==> config.mk <==
export PLATFORM = sky130hd
export DESIGN_NAME = grf_regfile
export DESIGN_NICKNAME = d
export VERILOG_FILES = /design/src/rtl/grf_seg_slot.v /design/src/rtl/grf_regfile.v
export VERILOG_INCLUDE_DIRS = /design/src /design/src/rtl
export SDC_FILE = /design/constraint.sdc
export NUM_CORES = 2
export LEC_CHECK = 0
export BUFFER_PORTS_ARGS = -buffer_cell sky130_fd_sc_hd__buf_2
export CAP_MARGIN = 20
export CORE_MARGIN = 5
export CORE_UTILIZATION = 60
export CTS_BUF_LIST = sky130_fd_sc_hd__clkbuf_4 sky130_fd_sc_hd__clkbuf_8
export DETAILED_ROUTE_END_ITERATION = 10
export HOLD_SLACK_MARGIN = 0.12
export PLACE_DENSITY_LB_ADDON = 0.1
export SLEW_MARGIN = 25
export SYNTH_ARGS = -nofsm -noshare
export SYNTH_HDL_FRONTEND = slang
export SYNTH_SLANG_ARGS = --single-unit
==> constraint.sdc <==
create_clock -name mclk_i -period 7.9 [get_ports mclk_i]
set_input_delay 1.975 -clock mclk_i [delete_from_list [all_inputs] [get_ports mclk_i]]
set_output_delay 1.975 -clock mclk_i [all_outputs]
set_load 0.01 [all_outputs]
==> src/rtl/grf_defs.vh <==
`ifndef GRF_DEFS_VH
`define GRF_DEFS_VH

// operand sizes
`define GRF_SZ_BYTE 2'h0
`define GRF_SZ_WORD 2'h1
`define GRF_SZ_DWORD 2'h2
`define GRF_SZ_QWORD 2'h3

// processor operating modes
`define GRF_MODE_64 2'h0
`define GRF_MODE_COMPAT 2'h1
`define GRF_MODE_LEGACY 2'h2
`define GRF_MODE_REAL 2'h3

// segment register indices
`define GRF_SEG_EXTRA 3'h0
`define GRF_SEG_CODE 3'h1
`define GRF_SEG_STACK 3'h2
`define GRF_SEG_DATA 3'h3
`define GRF_SEG_AUX_F 3'h4
`define GRF_SEG_AUX_G 3'h5
`define GRF_NUM_SEG 6

// general registers
`define GRF_NUM_GPR 16
`define GRF_FIRST_EXT 8
`define GRF_GPR_RST 64'h0000000000000000

// segment reset values and selector fields
`define GRF_SEL_RST 16'h0000
`define GRF_BASE_RST 64'h0000000000000000
`define GRF_LIMIT_RST 32'h0000FFFF
`define GRF_SEL_INDEX_MSB 15
`define GRF_SEL_INDEX_LSB 2
`define GRF_SEL_INDEX_NULL 14'h0000

`endif

==> src/rtl/grf_seg_slot.v <==
`include "grf_defs.vh"

// one segment register: selector plus the cached base and limit
module grf_seg_slot (
    input wire mclk_i,
    input wire reset_i,
    input wire load_i,
    input wire [15:0] sel_i,
    input wire [63:0] base_i,
    input wire [31:0] limit_i,
    output reg [15:0] sel_o,
    output reg [63:0] base_o,
    output reg [31:0] limit_o
);

    always @(posedge mclk_i)
    begin
        if (reset_i)
        begin
            sel_o <= `GRF_SEL_RST;
            base_o <= `GRF_BASE_RST;
            limit_o <= `GRF_LIMIT_RST;
        end
        else if (load_i)
        begin
            sel_o <= sel_i;
            base_o <= base_i;
            limit_o <= limit_i;
        end
    end

endmodule // grf_seg_slot

==> src/rtl/grf_regfile.v <==
// Notes on behaviour
// - 64-bit mode has sixteen general registers; operand size defaults to 32 bits.
// - every general register is accessible as byte, word, doubleword or quadword.
// - 64-bit size and registers eight to fifteen need the extension prefix.
// - extended registers survive a trip from 64-bit mode to compatibility and back.
// - a trip through legacy or real mode may lose the extended registers.
// - with the prefix, high-byte selectors address stack, frame, source, dest low bytes.
// - one instruction never mixes legacy high bytes with new byte registers.
// - a 64-bit write replaces all 64 bits of the destination.
// - a 32-bit write stores the result and zeroes the upper 32 bits.
// - 8-bit and 16-bit writes leave the upper 56 or 48 bits untouched.
// - upper 32 bits need not survive a switch from 64-bit to 32-bit mode.
// - six segment registers: code, stack, four data; each a 16-bit selector.
// - code segment rejects explicit loads; only control transfers write it.
// - fetch address is code segment combined with the instruction pointer.
// - stack accesses use the stack segment, which accepts explicit loads.
// - in 64-bit mode code, stack and first two data segments use base 0.
// - in 64-bit mode the two auxiliary segments still add their base.
// - segment loads in 64-bit mode still get the legacy validity checks.
// - in 64-bit mode no segment limit is checked.
// - an auxiliary base is added in full 64 bits, never truncated.
`include "grf_defs.vh"

module grf_regfile (
    input wire mclk_i,
    input wire reset_i,
    input wire [1:0] mode_i,
    input wire op_rex_i,
    input wire op_rexw_i,
    input wire [1:0] op_size_i,
    input wire [3:0] rd_a_sel_i,
    input wire [3:0] rd_b_sel_i,
    input wire wr_en_i,
    input wire [3:0] wr_sel_i,
    input wire [63:0] wr_data_i,
    input wire seg_ld_i,
    input wire seg_ld_implicit_i,
    input wire [2:0] seg_ld_idx_i,
    input wire [15:0] seg_ld_sel_i,
    input wire [63:0] seg_ld_base_i,
    input wire [31:0] seg_ld_limit_i,
    input wire [2:0] seg_rd_idx_i,
    input wire agen_en_i,
    input wire agen_stack_i,
    input wire [2:0] agen_seg_i,
    input wire [63:0] agen_off_i,
    input wire [63:0] fetch_ip_i,
    output reg [63:0] rd_a_data_o,
    output reg [63:0] rd_b_data_o,
    output reg [1:0] eff_size_o,
    output reg sel_err_o,
    output reg ext_lost_o,
    output reg seg_fault_o,
    output reg [15:0] seg_rd_sel_o,
    output reg [63:0] lin_addr_o,
    output reg limit_fault_o,
    output reg [15:0] fetch_cs_sel_o,
    output reg [63:0] fetch_addr_o
);

    reg [63:0] gpr_ff [0:`GRF_NUM_GPR-1];
    reg [1:0] mode_ff;
    reg lost_path_ff;
    wire mode64 = (mode_i == `GRF_MODE_64);
    // the prefix only exists in 64-bit mode
    wire rex_eff = op_rex_i & mode64;
    reg [1:0] eff_sz;

    wire [15:0] seg_sel [0:`GRF_NUM_SEG-1];
    wire [63:0] seg_base [0:`GRF_NUM_SEG-1];
    wire [31:0] seg_limit [0:`GRF_NUM_SEG-1];
    reg [`GRF_NUM_SEG-1:0] seg_load;

    // size resolution: byte and word as asked, quadword only with the prefix and W
    always @*
    begin
        if (op_size_i == `GRF_SZ_BYTE || op_size_i == `GRF_SZ_WORD)
            eff_sz = op_size_i;
        else if (rex_eff && op_rexw_i)
            eff_sz = `GRF_SZ_QWORD;
        else
            eff_sz = `GRF_SZ_DWORD;
    end

    // selectors 4..7 at byte size without the prefix name a legacy high byte;
    // with the prefix they name the low byte of the register itself, so the
    // two kinds can never meet inside one instruction
    function is_high_byte;
        input [3:0] sel;
        input [1:0] sz;
        input register_extension_prefix;
        begin
            is_high_byte = (sz == `GRF_SZ_BYTE) && !register_extension_prefix && sel[2] && !sel[3];
        end
    endfunction

    function [3:0] reg_index;
        input [3:0] sel;
        input [1:0] sz;
        input register_extension_prefix;
        begin
            if (is_high_byte(sel, sz, register_extension_prefix))
                reg_index = {2'h0, sel[1:0]};
            else if (register_extension_prefix)
                reg_index = sel;
            else
                reg_index = {1'b0, sel[2:0]};
        end
    endfunction

    function [63:0] narrow_read;
        input [63:0] val;
        input [1:0] sz;
        input hi;
        begin
            case (sz)
                `GRF_SZ_BYTE: narrow_read = hi ? {56'h0, val[15:8]} : {56'h0, val[7:0]};
                `GRF_SZ_WORD: narrow_read = {48'h0, val[15:0]};
                `GRF_SZ_DWORD: narrow_read = {32'h0, val[31:0]};
                default: narrow_read = val;
            endcase
        end
    endfunction

    function [63:0] merge_write;
        input [63:0] old;
        input [63:0] data;
        input [1:0] sz;
        input hi;
        begin
            case (sz)
                `GRF_SZ_BYTE:
                    merge_write = hi ? {old[63:16], data[7:0], old[7:0]}
                                     : {old[63:8], data[7:0]};
                `GRF_SZ_WORD: merge_write = {old[63:16], data[15:0]};
                `GRF_SZ_DWORD: merge_write = {32'h0, data[31:0]};
                default: merge_write = data;
            endcase
        end
    endfunction

    wire [3:0] rd_a_idx = reg_index(rd_a_sel_i, eff_sz, rex_eff);
    wire [3:0] rd_b_idx = reg_index(rd_b_sel_i, eff_sz, rex_eff);
    wire [3:0] wr_idx = reg_index(wr_sel_i, eff_sz, rex_eff);
    wire rd_a_hi = is_high_byte(rd_a_sel_i, eff_sz, rex_eff);
    wire rd_b_hi = is_high_byte(rd_b_sel_i, eff_sz, rex_eff);
    wire wr_hi = is_high_byte(wr_sel_i, eff_sz, rex_eff);
    // an extended register named without the prefix is refused
    wire wr_bad = wr_en_i && wr_sel_i[3] && !rex_eff;
    wire any_bad = wr_bad || ((rd_a_sel_i[3] || rd_b_sel_i[3]) && !rex_eff);

    // mode path tracking: compat round trips keep state, a visit to legacy
    // or real mode marks the extended registers as lost for the next return
    wire enter64 = mode64 && (mode_ff != `GRF_MODE_64);
    wire via_legacy = (mode_i == `GRF_MODE_LEGACY) || (mode_i == `GRF_MODE_REAL);
    wire wipe_ext = enter64 && lost_path_ff;

    always @(posedge mclk_i)
    begin
        if (reset_i)
        begin
            mode_ff <= `GRF_MODE_REAL;
            lost_path_ff <= 1'b0;
        end
        else
        begin
            mode_ff <= mode_i;
            if (enter64)
                lost_path_ff <= 1'b0;
            else if (via_legacy)
                lost_path_ff <= 1'b1;
        end
    end

    // upper halves are simply kept on a 64-to-32 switch; keeping them is
    // allowed and costs nothing, software may not rely on it
    integer i;
    always @(posedge mclk_i)
    begin
        if (reset_i)
        begin
            for (i = 0; i < `GRF_NUM_GPR; i = i + 1)
                gpr_ff[i] <= `GRF_GPR_RST;
        end
        else
        begin
            for (i = `GRF_FIRST_EXT; i < `GRF_NUM_GPR; i = i + 1)
                if (wipe_ext)
                    gpr_ff[i] <= `GRF_GPR_RST;
            // a write in the same cycle lands after the wipe, so it is kept
            if (wr_en_i && !wr_bad)
                gpr_ff[wr_idx] <= merge_write(gpr_ff[wr_idx], wr_data_i, eff_sz, wr_hi);
        end
    end

    always @(posedge mclk_i)
    begin
        if (reset_i)
        begin
            rd_a_data_o <= `GRF_GPR_RST;
            rd_b_data_o <= `GRF_GPR_RST;
            eff_size_o <= `GRF_SZ_DWORD;
            sel_err_o <= 1'b0;
            ext_lost_o <= 1'b0;
        end
        else
        begin
            rd_a_data_o <= narrow_read(gpr_ff[rd_a_idx], eff_sz, rd_a_hi);
            rd_b_data_o <= narrow_read(gpr_ff[rd_b_idx], eff_sz, rd_b_hi);
            eff_size_o <= eff_sz;
            sel_err_o <= any_bad;
            // tells the vector file its upper registers are lost as well
            ext_lost_o <= wipe_ext;
        end
    end

    // segment register loads with their validity checks
    wire ld_idx_ok = (seg_ld_idx_i <= `GRF_SEG_AUX_G);
    wire ld_null = (seg_ld_sel_i[`GRF_SEL_INDEX_MSB:`GRF_SEL_INDEX_LSB] == `GRF_SEL_INDEX_NULL);
    wire ld_cs_explicit = (seg_ld_idx_i == `GRF_SEG_CODE) && !seg_ld_implicit_i;
    // checks run whatever the mode, so a selector loaded in 64-bit mode
    // remains valid when compatibility code picks it up
    wire ld_ss_null = (seg_ld_idx_i == `GRF_SEG_STACK) && ld_null && !seg_ld_implicit_i;
    wire ld_reject = !ld_idx_ok || ld_cs_explicit || ld_ss_null;

    always @*
    begin
        seg_load = {`GRF_NUM_SEG{1'b0}};
        if (seg_ld_i && !ld_reject)
            seg_load[seg_ld_idx_i] = 1'b1;
    end

    genvar g;
    generate
        for (g = 0; g < `GRF_NUM_SEG; g = g + 1)
        begin : seg_gen
            grf_seg_slot u_slot (
                .mclk_i(mclk_i),
                .reset_i(reset_i),
                .load_i(seg_load[g]),
                .sel_i(seg_ld_sel_i),
                .base_i(seg_ld_base_i),
                .limit_i(seg_ld_limit_i),
                .sel_o(seg_sel[g]),
                .base_o(seg_base[g]),
                .limit_o(seg_limit[g])
            );
        end
    endgenerate

    // address generation
    wire [2:0] ag_seg = agen_stack_i ? `GRF_SEG_STACK : agen_seg_i;
    wire ag_seg_ok = (ag_seg <= `GRF_SEG_AUX_G);
    wire [2:0] ag_idx = ag_seg_ok ? ag_seg : `GRF_SEG_DATA;
    wire ag_aux = (ag_idx == `GRF_SEG_AUX_F) || (ag_idx == `GRF_SEG_AUX_G);
    reg [63:0] ag_base;
    reg [63:0] ag_off;
    reg ag_over;

    always @*
    begin
        if (mode64)
        begin
            // flat space except the two auxiliary bases, added at full width
            ag_base = ag_aux ? seg_base[ag_idx] : `GRF_BASE_RST;
            ag_off = agen_off_i;
            ag_over = 1'b0;
        end
        else
        begin
            ag_base = seg_base[ag_idx];
            ag_off = {32'h0, agen_off_i[31:0]};
            ag_over = (agen_off_i[31:0] > seg_limit[ag_idx]);
        end
    end

    // fetch address: code base is zero in 64-bit mode
    wire [63:0] cs_base_eff = mode64 ? `GRF_BASE_RST : seg_base[`GRF_SEG_CODE];
    wire [63:0] ip_eff = mode64 ? fetch_ip_i : {32'h0, fetch_ip_i[31:0]};

    always @(posedge mclk_i)
    begin
        if (reset_i)
        begin
            seg_fault_o <= 1'b0;
            seg_rd_sel_o <= `GRF_SEL_RST;
            lin_addr_o <= `GRF_BASE_RST;
            limit_fault_o <= 1'b0;
            fetch_cs_sel_o <= `GRF_SEL_RST;
            fetch_addr_o <= `GRF_BASE_RST;
        end
        else
        begin
            seg_fault_o <= seg_ld_i && ld_reject;
            seg_rd_sel_o <= (seg_rd_idx_i <= `GRF_SEG_AUX_G) ? seg_sel[seg_rd_idx_i]
                                                             : `GRF_SEL_RST;
            if (agen_en_i)
            begin
                lin_addr_o <= ag_base + ag_off;
                limit_fault_o <= ag_over || !ag_seg_ok;
            end
            else
            begin
                limit_fault_o <= 1'b0;
            end
            fetch_cs_sel_o <= seg_sel[`GRF_SEG_CODE];
            fetch_addr_o <= cs_base_eff + ip_eff;
        end
    end

endmodule // grf_regfile

## Word-level counts from Yosys, hierarchy flattened

Memories as Yosys holds them, arrays and structs flattened.
Index checks and enable logic that the tools add are counted.

- Shifts and indexed selects: 0
- $mul: 0
- Bitwise operators: 37
- Div/mod/pow operators: 0
- Eq/ne operators: 21
- Reductions and logical operators: 49
- Mux-type cells: 55
- Order comparisons: 8
- Add/subtract/negate cells: 2

Operators with widths:

| cell | number |
|---|---|
| $mux W64 | 18 |
| $pmux W64 S3 | 3 |
| $bmux W64 S3 | 1 |
| $add A64 B64 Y64 | 2 |
| $bmux W32 S3 | 1 |
| $mux W32 | 2 |
| $reduce_or A64 Y1 | 1 |
| $bmux W16 S3 | 1 |
| $mux W16 | 3 |
| $eq A4 B4 Y1 const A | 8 |
| $gt A32 B32 Y1 | 1 |
| $mux W4 | 7 |
| $logic_and A1 B1 Y1 | 20 |
| $and A1 B1 Y1 | 17 |
| $mux W8 | 2 |
| $logic_not A14 Y1 | 1 |
| $mux W1 | 11 |
| $not A1 Y1 | 10 |
| $le A3 B3 Y1 const B | 3 |
| $logic_not A1 Y1 | 9 |
| $mux W3 | 3 |
| $ge A4 B4 Y1 const B | 2 |
| $logic_or A1 B1 Y1 | 8 |
| $ne A4 B4 Y1 const B | 2 |
| 18 further kinds | 36 |

- Input port bits: 338
- Logic and storage cells: 204
- Latch bits: 0
- Memories kept: 1
- Memory bits (writable): 1024
- ROM bits: 0
- Flip-flop bits (word level): 969
- Output and inout port bits: 294

Memories:

| name | depth | bits a word | read ports | clocked after Yosys merged registers in | write ports | RTL line | RTL |
|---|---|---|---|---|---|---|---|
| gpr_ff | 16 | 64 | 2 | 0 | 16 | grf_regfile.v:61 | `` reg [63:0] gpr_ff [0:`GRF_NUM_GPR-1]; `` |

## Logic depth before layout (Yosys ltp)

- Word-level depth: 15
- Mapped depth: 20
- Gate-level depth less buffers: 17

## By module

From an unflattened synthesis, not the netlist that was laid out.

- Cells, all modules: 8105
- Area, all modules: 97852.6 µm²

By module, submodules not included:

| module | seq. area each (µm²) | times used | cells an instance | area an instance (µm²) |
|---|---|---|---|---|
| grf_regfile | 36695.2 | 1 | 5933 | 73386.6 |
| grf_seg_slot | 2242.2 | 6 | 362 | 4077.7 |

## Worst setup path after synthesis

No wires, ideal clock.

- Path kind: input-to-reg
- From: in mode_i[1]
- To: reg lin_addr_o[60]
- Path slack: 1.692 ns
- Setup time: 0.120 ns
- Required time: 7.780 ns
- Buffers on the path: 7
- Arrival: 6.088 ns
- Cell stages on the path: 19
- Cell sequence: nor2_4 buf_2 buf_2 buf_1 clkbuf_1 clkbuf_1 clkbuf_1 and2_1 ha_1 clkbuf_1 nand4_1 nor2_1 nand3_1 or3_1 o21a_1 a221o_1 o21ai_1 nor4_1 a211o_1

- Longest elaborated chain between the ends: 3
- Elaborated cells between the ends (all ways): 4
- Classes of those cells: add/sub (1); mux (2); reduce/logical (1)

RTL lines:

| what | RTL line | RTL |
|---|---|---|
| start: declaration | grf_regfile.v:27 | `input wire [1:0] mode_i,` |
| $logic_not A2 Y1 (no line) * | -- |  |
| $mux W64 | grf_regfile.v:262 | `if (mode64)` |
| $add A64 B64 Y64 * | grf_regfile.v:299 | `lin_addr_o <= ag_base + ag_off;` |
| end signal: assignment | grf_regfile.v:287 | `` lin_addr_o <= `GRF_BASE_RST; `` |
| end signal: assignment | grf_regfile.v:299 |  |
| end: declaration | grf_regfile.v:55 | `output reg [63:0] lin_addr_o,` |

Every way passes the cells marked *; elsewhere a longest branch is shown, timed or not.
A chain may end at the register's enable or synchronous reset.

## Final worst setup path

- From: in agen_stack_i
- To: reg lin_addr_o[62]

- Longest elaborated chain between the ends: 10
- Elaborated cells between the ends (all ways): 13
- Classes of those cells: add/sub (1); order compare (1); eq/ne (2); mux (7); bitwise (1); reduce/logical (1)

RTL lines:

| what | RTL line | RTL |
|---|---|---|
| start: declaration | grf_regfile.v:44 | `input wire agen_stack_i,` |
| $mux W3 * | grf_regfile.v:252 | `` wire [2:0] ag_seg = agen_stack_i ? `GRF_SEG_STACK : agen_seg_i; `` |
| $le A3 B3 Y1 (no line) | -- |  |
| $mux W3 (no line) * | -- |  |
| $not A3 Y4 (not written as such) | grf_regfile.v:265, grf_regfile.v:271 |  |
| $bmux W64 S3 | grf_regfile.v:265, grf_regfile.v:271 |  |
| $mux W64 (not written as such) (2 in a row) | grf_regfile.v:265, grf_regfile.v:271 |  |
| $mux W64 (no line) | -- |  |
| $mux W64 * | grf_regfile.v:262 |  |
| $add A64 B64 Y64 * | grf_regfile.v:299 |  |

Every way passes the cells marked *; elsewhere a longest branch is shown, timed or not. The select of a mux whose other input is x is not followed.

==> metrics <==
status completed; area of the core 160000 um2; Reg clk slew, reported paths 0.06 ns; syn_nets 9233; Die Y 411 um; r2r setup slk 3.14 ns; Layout fillers 12000; Tcrit/Tclk final 78.1%; vias in the first global route 75700; Mapped Cells 8766; register area share after synthesis 52.1%; RSZ-0062 raised after global routing no; CP top delay family compound AO/OA/AOI/OAI gates; port bufs 631; Synth area leader edfxtp_1; routed wire length 327000 um; Max Freq 162 MHz; worst-path maximum fanout 24; I/O pin count 632; Placer Congestion 0.957; Hold Path Cell Cnt 2; R2R depth 14; clock latency on the worst-skew pair 1.07 ns; TritonRoute pass-1 iters 6; post-CTS resize count 0; Startpoint Class primary input; # setup viols final 0; Max clock buf depth 4; R2R Path End fetch_addr_o[48]; GR Overflow Total 0; setup bufs post-CTS 0; Worst Setup Path Type in2reg; Critical Path Sink Type flip-flop; root buffer selected by CTS clkbuf_8; Area growth syn-to-layout 12.7%; pwr dens 222 nW/um2; layout net count 9651; count of cell types in the netlist 80; main area contributors after synthesis edfxtp_1, dfxtp_1, mux4_2; DP Wirelength 206000 um; Hold Startpoint seg_gen[0].u_slot.limit_o[21]; launch point of the worst reg-to-reg path seg_gen[1].u_slot.base_o[0]; Post-synth EDFFs 1024; skew final 0.0515 ns; die width 411 um; relative slew slack 23.4%; Avg Inst Size Synth 11.0 um2; Crit path largest cell delay 0.70 ns; CP bufs+invs 3; drt initial violations 9354; die area 169000 um2; Vias 75900; Worst Path Arrival 7.05 ns; H-Tree Depth 5; slowest CP cell a31oi_1; Tightest Pin Transition 1.15 ns; antenna-violating nets left 0; HP Class reg2reg; first-pass GRT wire length 480000 um; CP required 8.78 ns; Post-Syn Area 96300 um2; # clock sinks 1993; CTS tree built; MaxCap Viol Count 0; Leak 0.0401 uW; initial antenna violation count 88; fin crit period 6.17 ns; setup TNS 0 ns; Syn. warnings 0; layout cells sized above 1 23.1%; largest net degree at the start of global routing 186; Max Slew Vio Count 0; via/cell ratio 6.55; Routed WL per cell 28.2 um; ys async rst share 0%; Initial Utilization 60.2%; flops & latches, synth 1993; peak supply drop 0.000180 V; Power, Total 24100 uW; dominant synthesized flop cell edfxtp_1; GRT Resource Usage Total 38.1%; worst hold endpoint seg_gen[0].u_slot.limit_o[21]; hold_buf cts 0; DRC viols 0; total CTS buffers 346; crit-path cells buf_2, or2_4, nor2_4, buf_4, a22oi_1, o22a_1, a31oi_1, ha_1, fa_1, a21o_1, a221o_1, o21ai_0, buf_4, a31oi_1, o211ai_1, a21oi_1, o31ai_1, a211oi_1, mux2i_1, o311ai_0; Hold Fails Final Rpt 0; top cell type's share of synthesized area 31.9%; # rows 147
## cells by family after synthesis
logic type | after synthesis | synth area share, %
simple gates | 3580 | 16.6
buf+inv | 789 | 3.18
mux | 753 | 16.4
fa+ha+maj | 129 | 1.69
xor+xnor | 104 | 0.946
flops | 1993 | 52.1
compound gates | 1418 | 9.03
## synthesized netlist by cell type, types with 9 or more instances
master	count
dfxtp_1	969
a221oi_1	9
nand2_1	1722
xnor2_1	62
and3_1	311
ha_1	127
mux4_2	661
clkbuf_1	656
nand3b_1	98
buf_1	27
or3_1	12
mux2_2	17
o22ai_1	68
o22a_1	63
or2_2	19
a211o_1	11
nor2_1	876
o21ai_0	99
a21oi_1	713
mux2i_1	75
nor2b_1	173
a211oi_1	43
nand2b_1	37
o21bai_1	23
a221o_1	28
o211ai_1	15
inv_1	41
a21o_1	57
edfxtp_1	1024
nor3_1	32
o21a_1	21
nand3_1	47
nand4_1	34
xor2_1	42
a31oi_1	102
and2_1	167
a22o_1	18
nor3b_1	12
buf_2	56
a22oi_1	91
## flip-flops by register name (all words and copies together) (netlist names)
signal / cells
rd_a_data_o: 64
seg_fault_o: 1
seg_gen.u_slot.sel_o: 96
eff_size_o: 2
seg_rd_sel_o: 16
lost_path_ff: 1
fetch_cs_sel_o: 16
fetch_addr_o: 64
gpr_ff: 1024
ext_lost_o: 1
sel_err_o: 1
seg_gen.u_slot.limit_o: 192
seg_gen.u_slot.base_o: 384
limit_fault_o: 1
rd_b_data_o: 64
lin_addr_o: 64
mode_ff: 2
## per-stage QoR
stage	setup slack, ns	cells	hold slack (ns)	cell area [um2]	util, %
floorplan	1.69	8766	0.429	96300	-
global placement	0.888	10900	0.438	101000	63.2
detailed placement	0.818	10900	0.442	101000	63.2
CTS	1.92	11500	0.450	108000	67.7
global route	1.59	11600	0.468	108000	67.8
finish	1.73	11600	0.450	108000	67.8
## where the power goes
group	internal, uW	leakage, uW	switching [uW]
Clock	5550	0.00380	4310
Combinational	1130	0.0183	1600
Sequential	11300	0.0180	226
## cells in the final DEF, fill, tap and decap left out, types with 26 or more instances in the layout
cell      synthesis  routed
a221o_1          28      28
clkinv_2          0      28
a21oi_1         713     713
xor2_1           42      42
mux4_2          661     661
buf_2            56     624
o21ai_0          99      99
dfxtp_1         969     969
xnor2_1          62      62
clkbuf_4          0     131
ha_1            127     127
nor3_1           32      30
buf_4             7     165
nand3b_1         98      98
o22a_1           63      63
inv_1            41      41
nand2b_1         37      26
edfxtp_1       1024    1024
nand3_1          47      47
and3_1          311     308
mux2i_1          75      75
clkbuf_8          0     409
nand4_1          34      34
nand2_1        1722    1704
nor2_1          876     858
a21o_1           57      57
a31oi_1         102     102
a22oi_1          91      91
and2_1          167     167
nor2b_1         173     170
o22ai_1          68      68
diode_2           0      74
a211oi_1         43      43
## how the worst max path moves through the flow
stage | startpoint | end | slack [ns] | cells after the start
floorplan | mode_i[1] | lin_addr_o[60] | 1.69 | 19
global placement | agen_stack_i | lin_addr_o[62] | 0.89 | 18
detailed placement | agen_stack_i | lin_addr_o[57] | 0.82 | 19
CTS | agen_stack_i | lin_addr_o[57] | 1.92 | 19
global route | agen_stack_i | lin_addr_o[62] | 1.59 | 18
finish | agen_stack_i | lin_addr_o[62] | 1.73 | 20
## cell type report
| cell class | instances | area [um2] | share of cell area (%) |
|---|---|---|---|
| antenna | 74 | 185 | 0.171 |
| clock buffer | 540 | 6610 | 6.10 |
| clock inverter | 63 | 509 | 0.469 |
| inverter | 42 | 158 | 0.145 |
| multi-input combinational | 5984 | 43300 | 40.0 |
| sequential | 1993 | 50100 | 46.2 |
| tap | 2086 | 2610 | 2.41 |
| timing repair buffer | 817 | 4910 | 4.52 |
## per-layer routing
layer	vias up	routed length, um	GRT usage (%)
met5	-	145	0
li1	32700	-	-
met2	4942	153000	59.5
met4	22	18500	21.4
met3	1048	40200	10.6
met1	37200	115000	48.2
## worst min-delay path: stages, from the launching register on
cell and delay (ns):
dfxtp_1 0.30, nand2_1 0.05, a21oi_1 0.05
No activity file was read; power rests on OpenSTA's default activity.
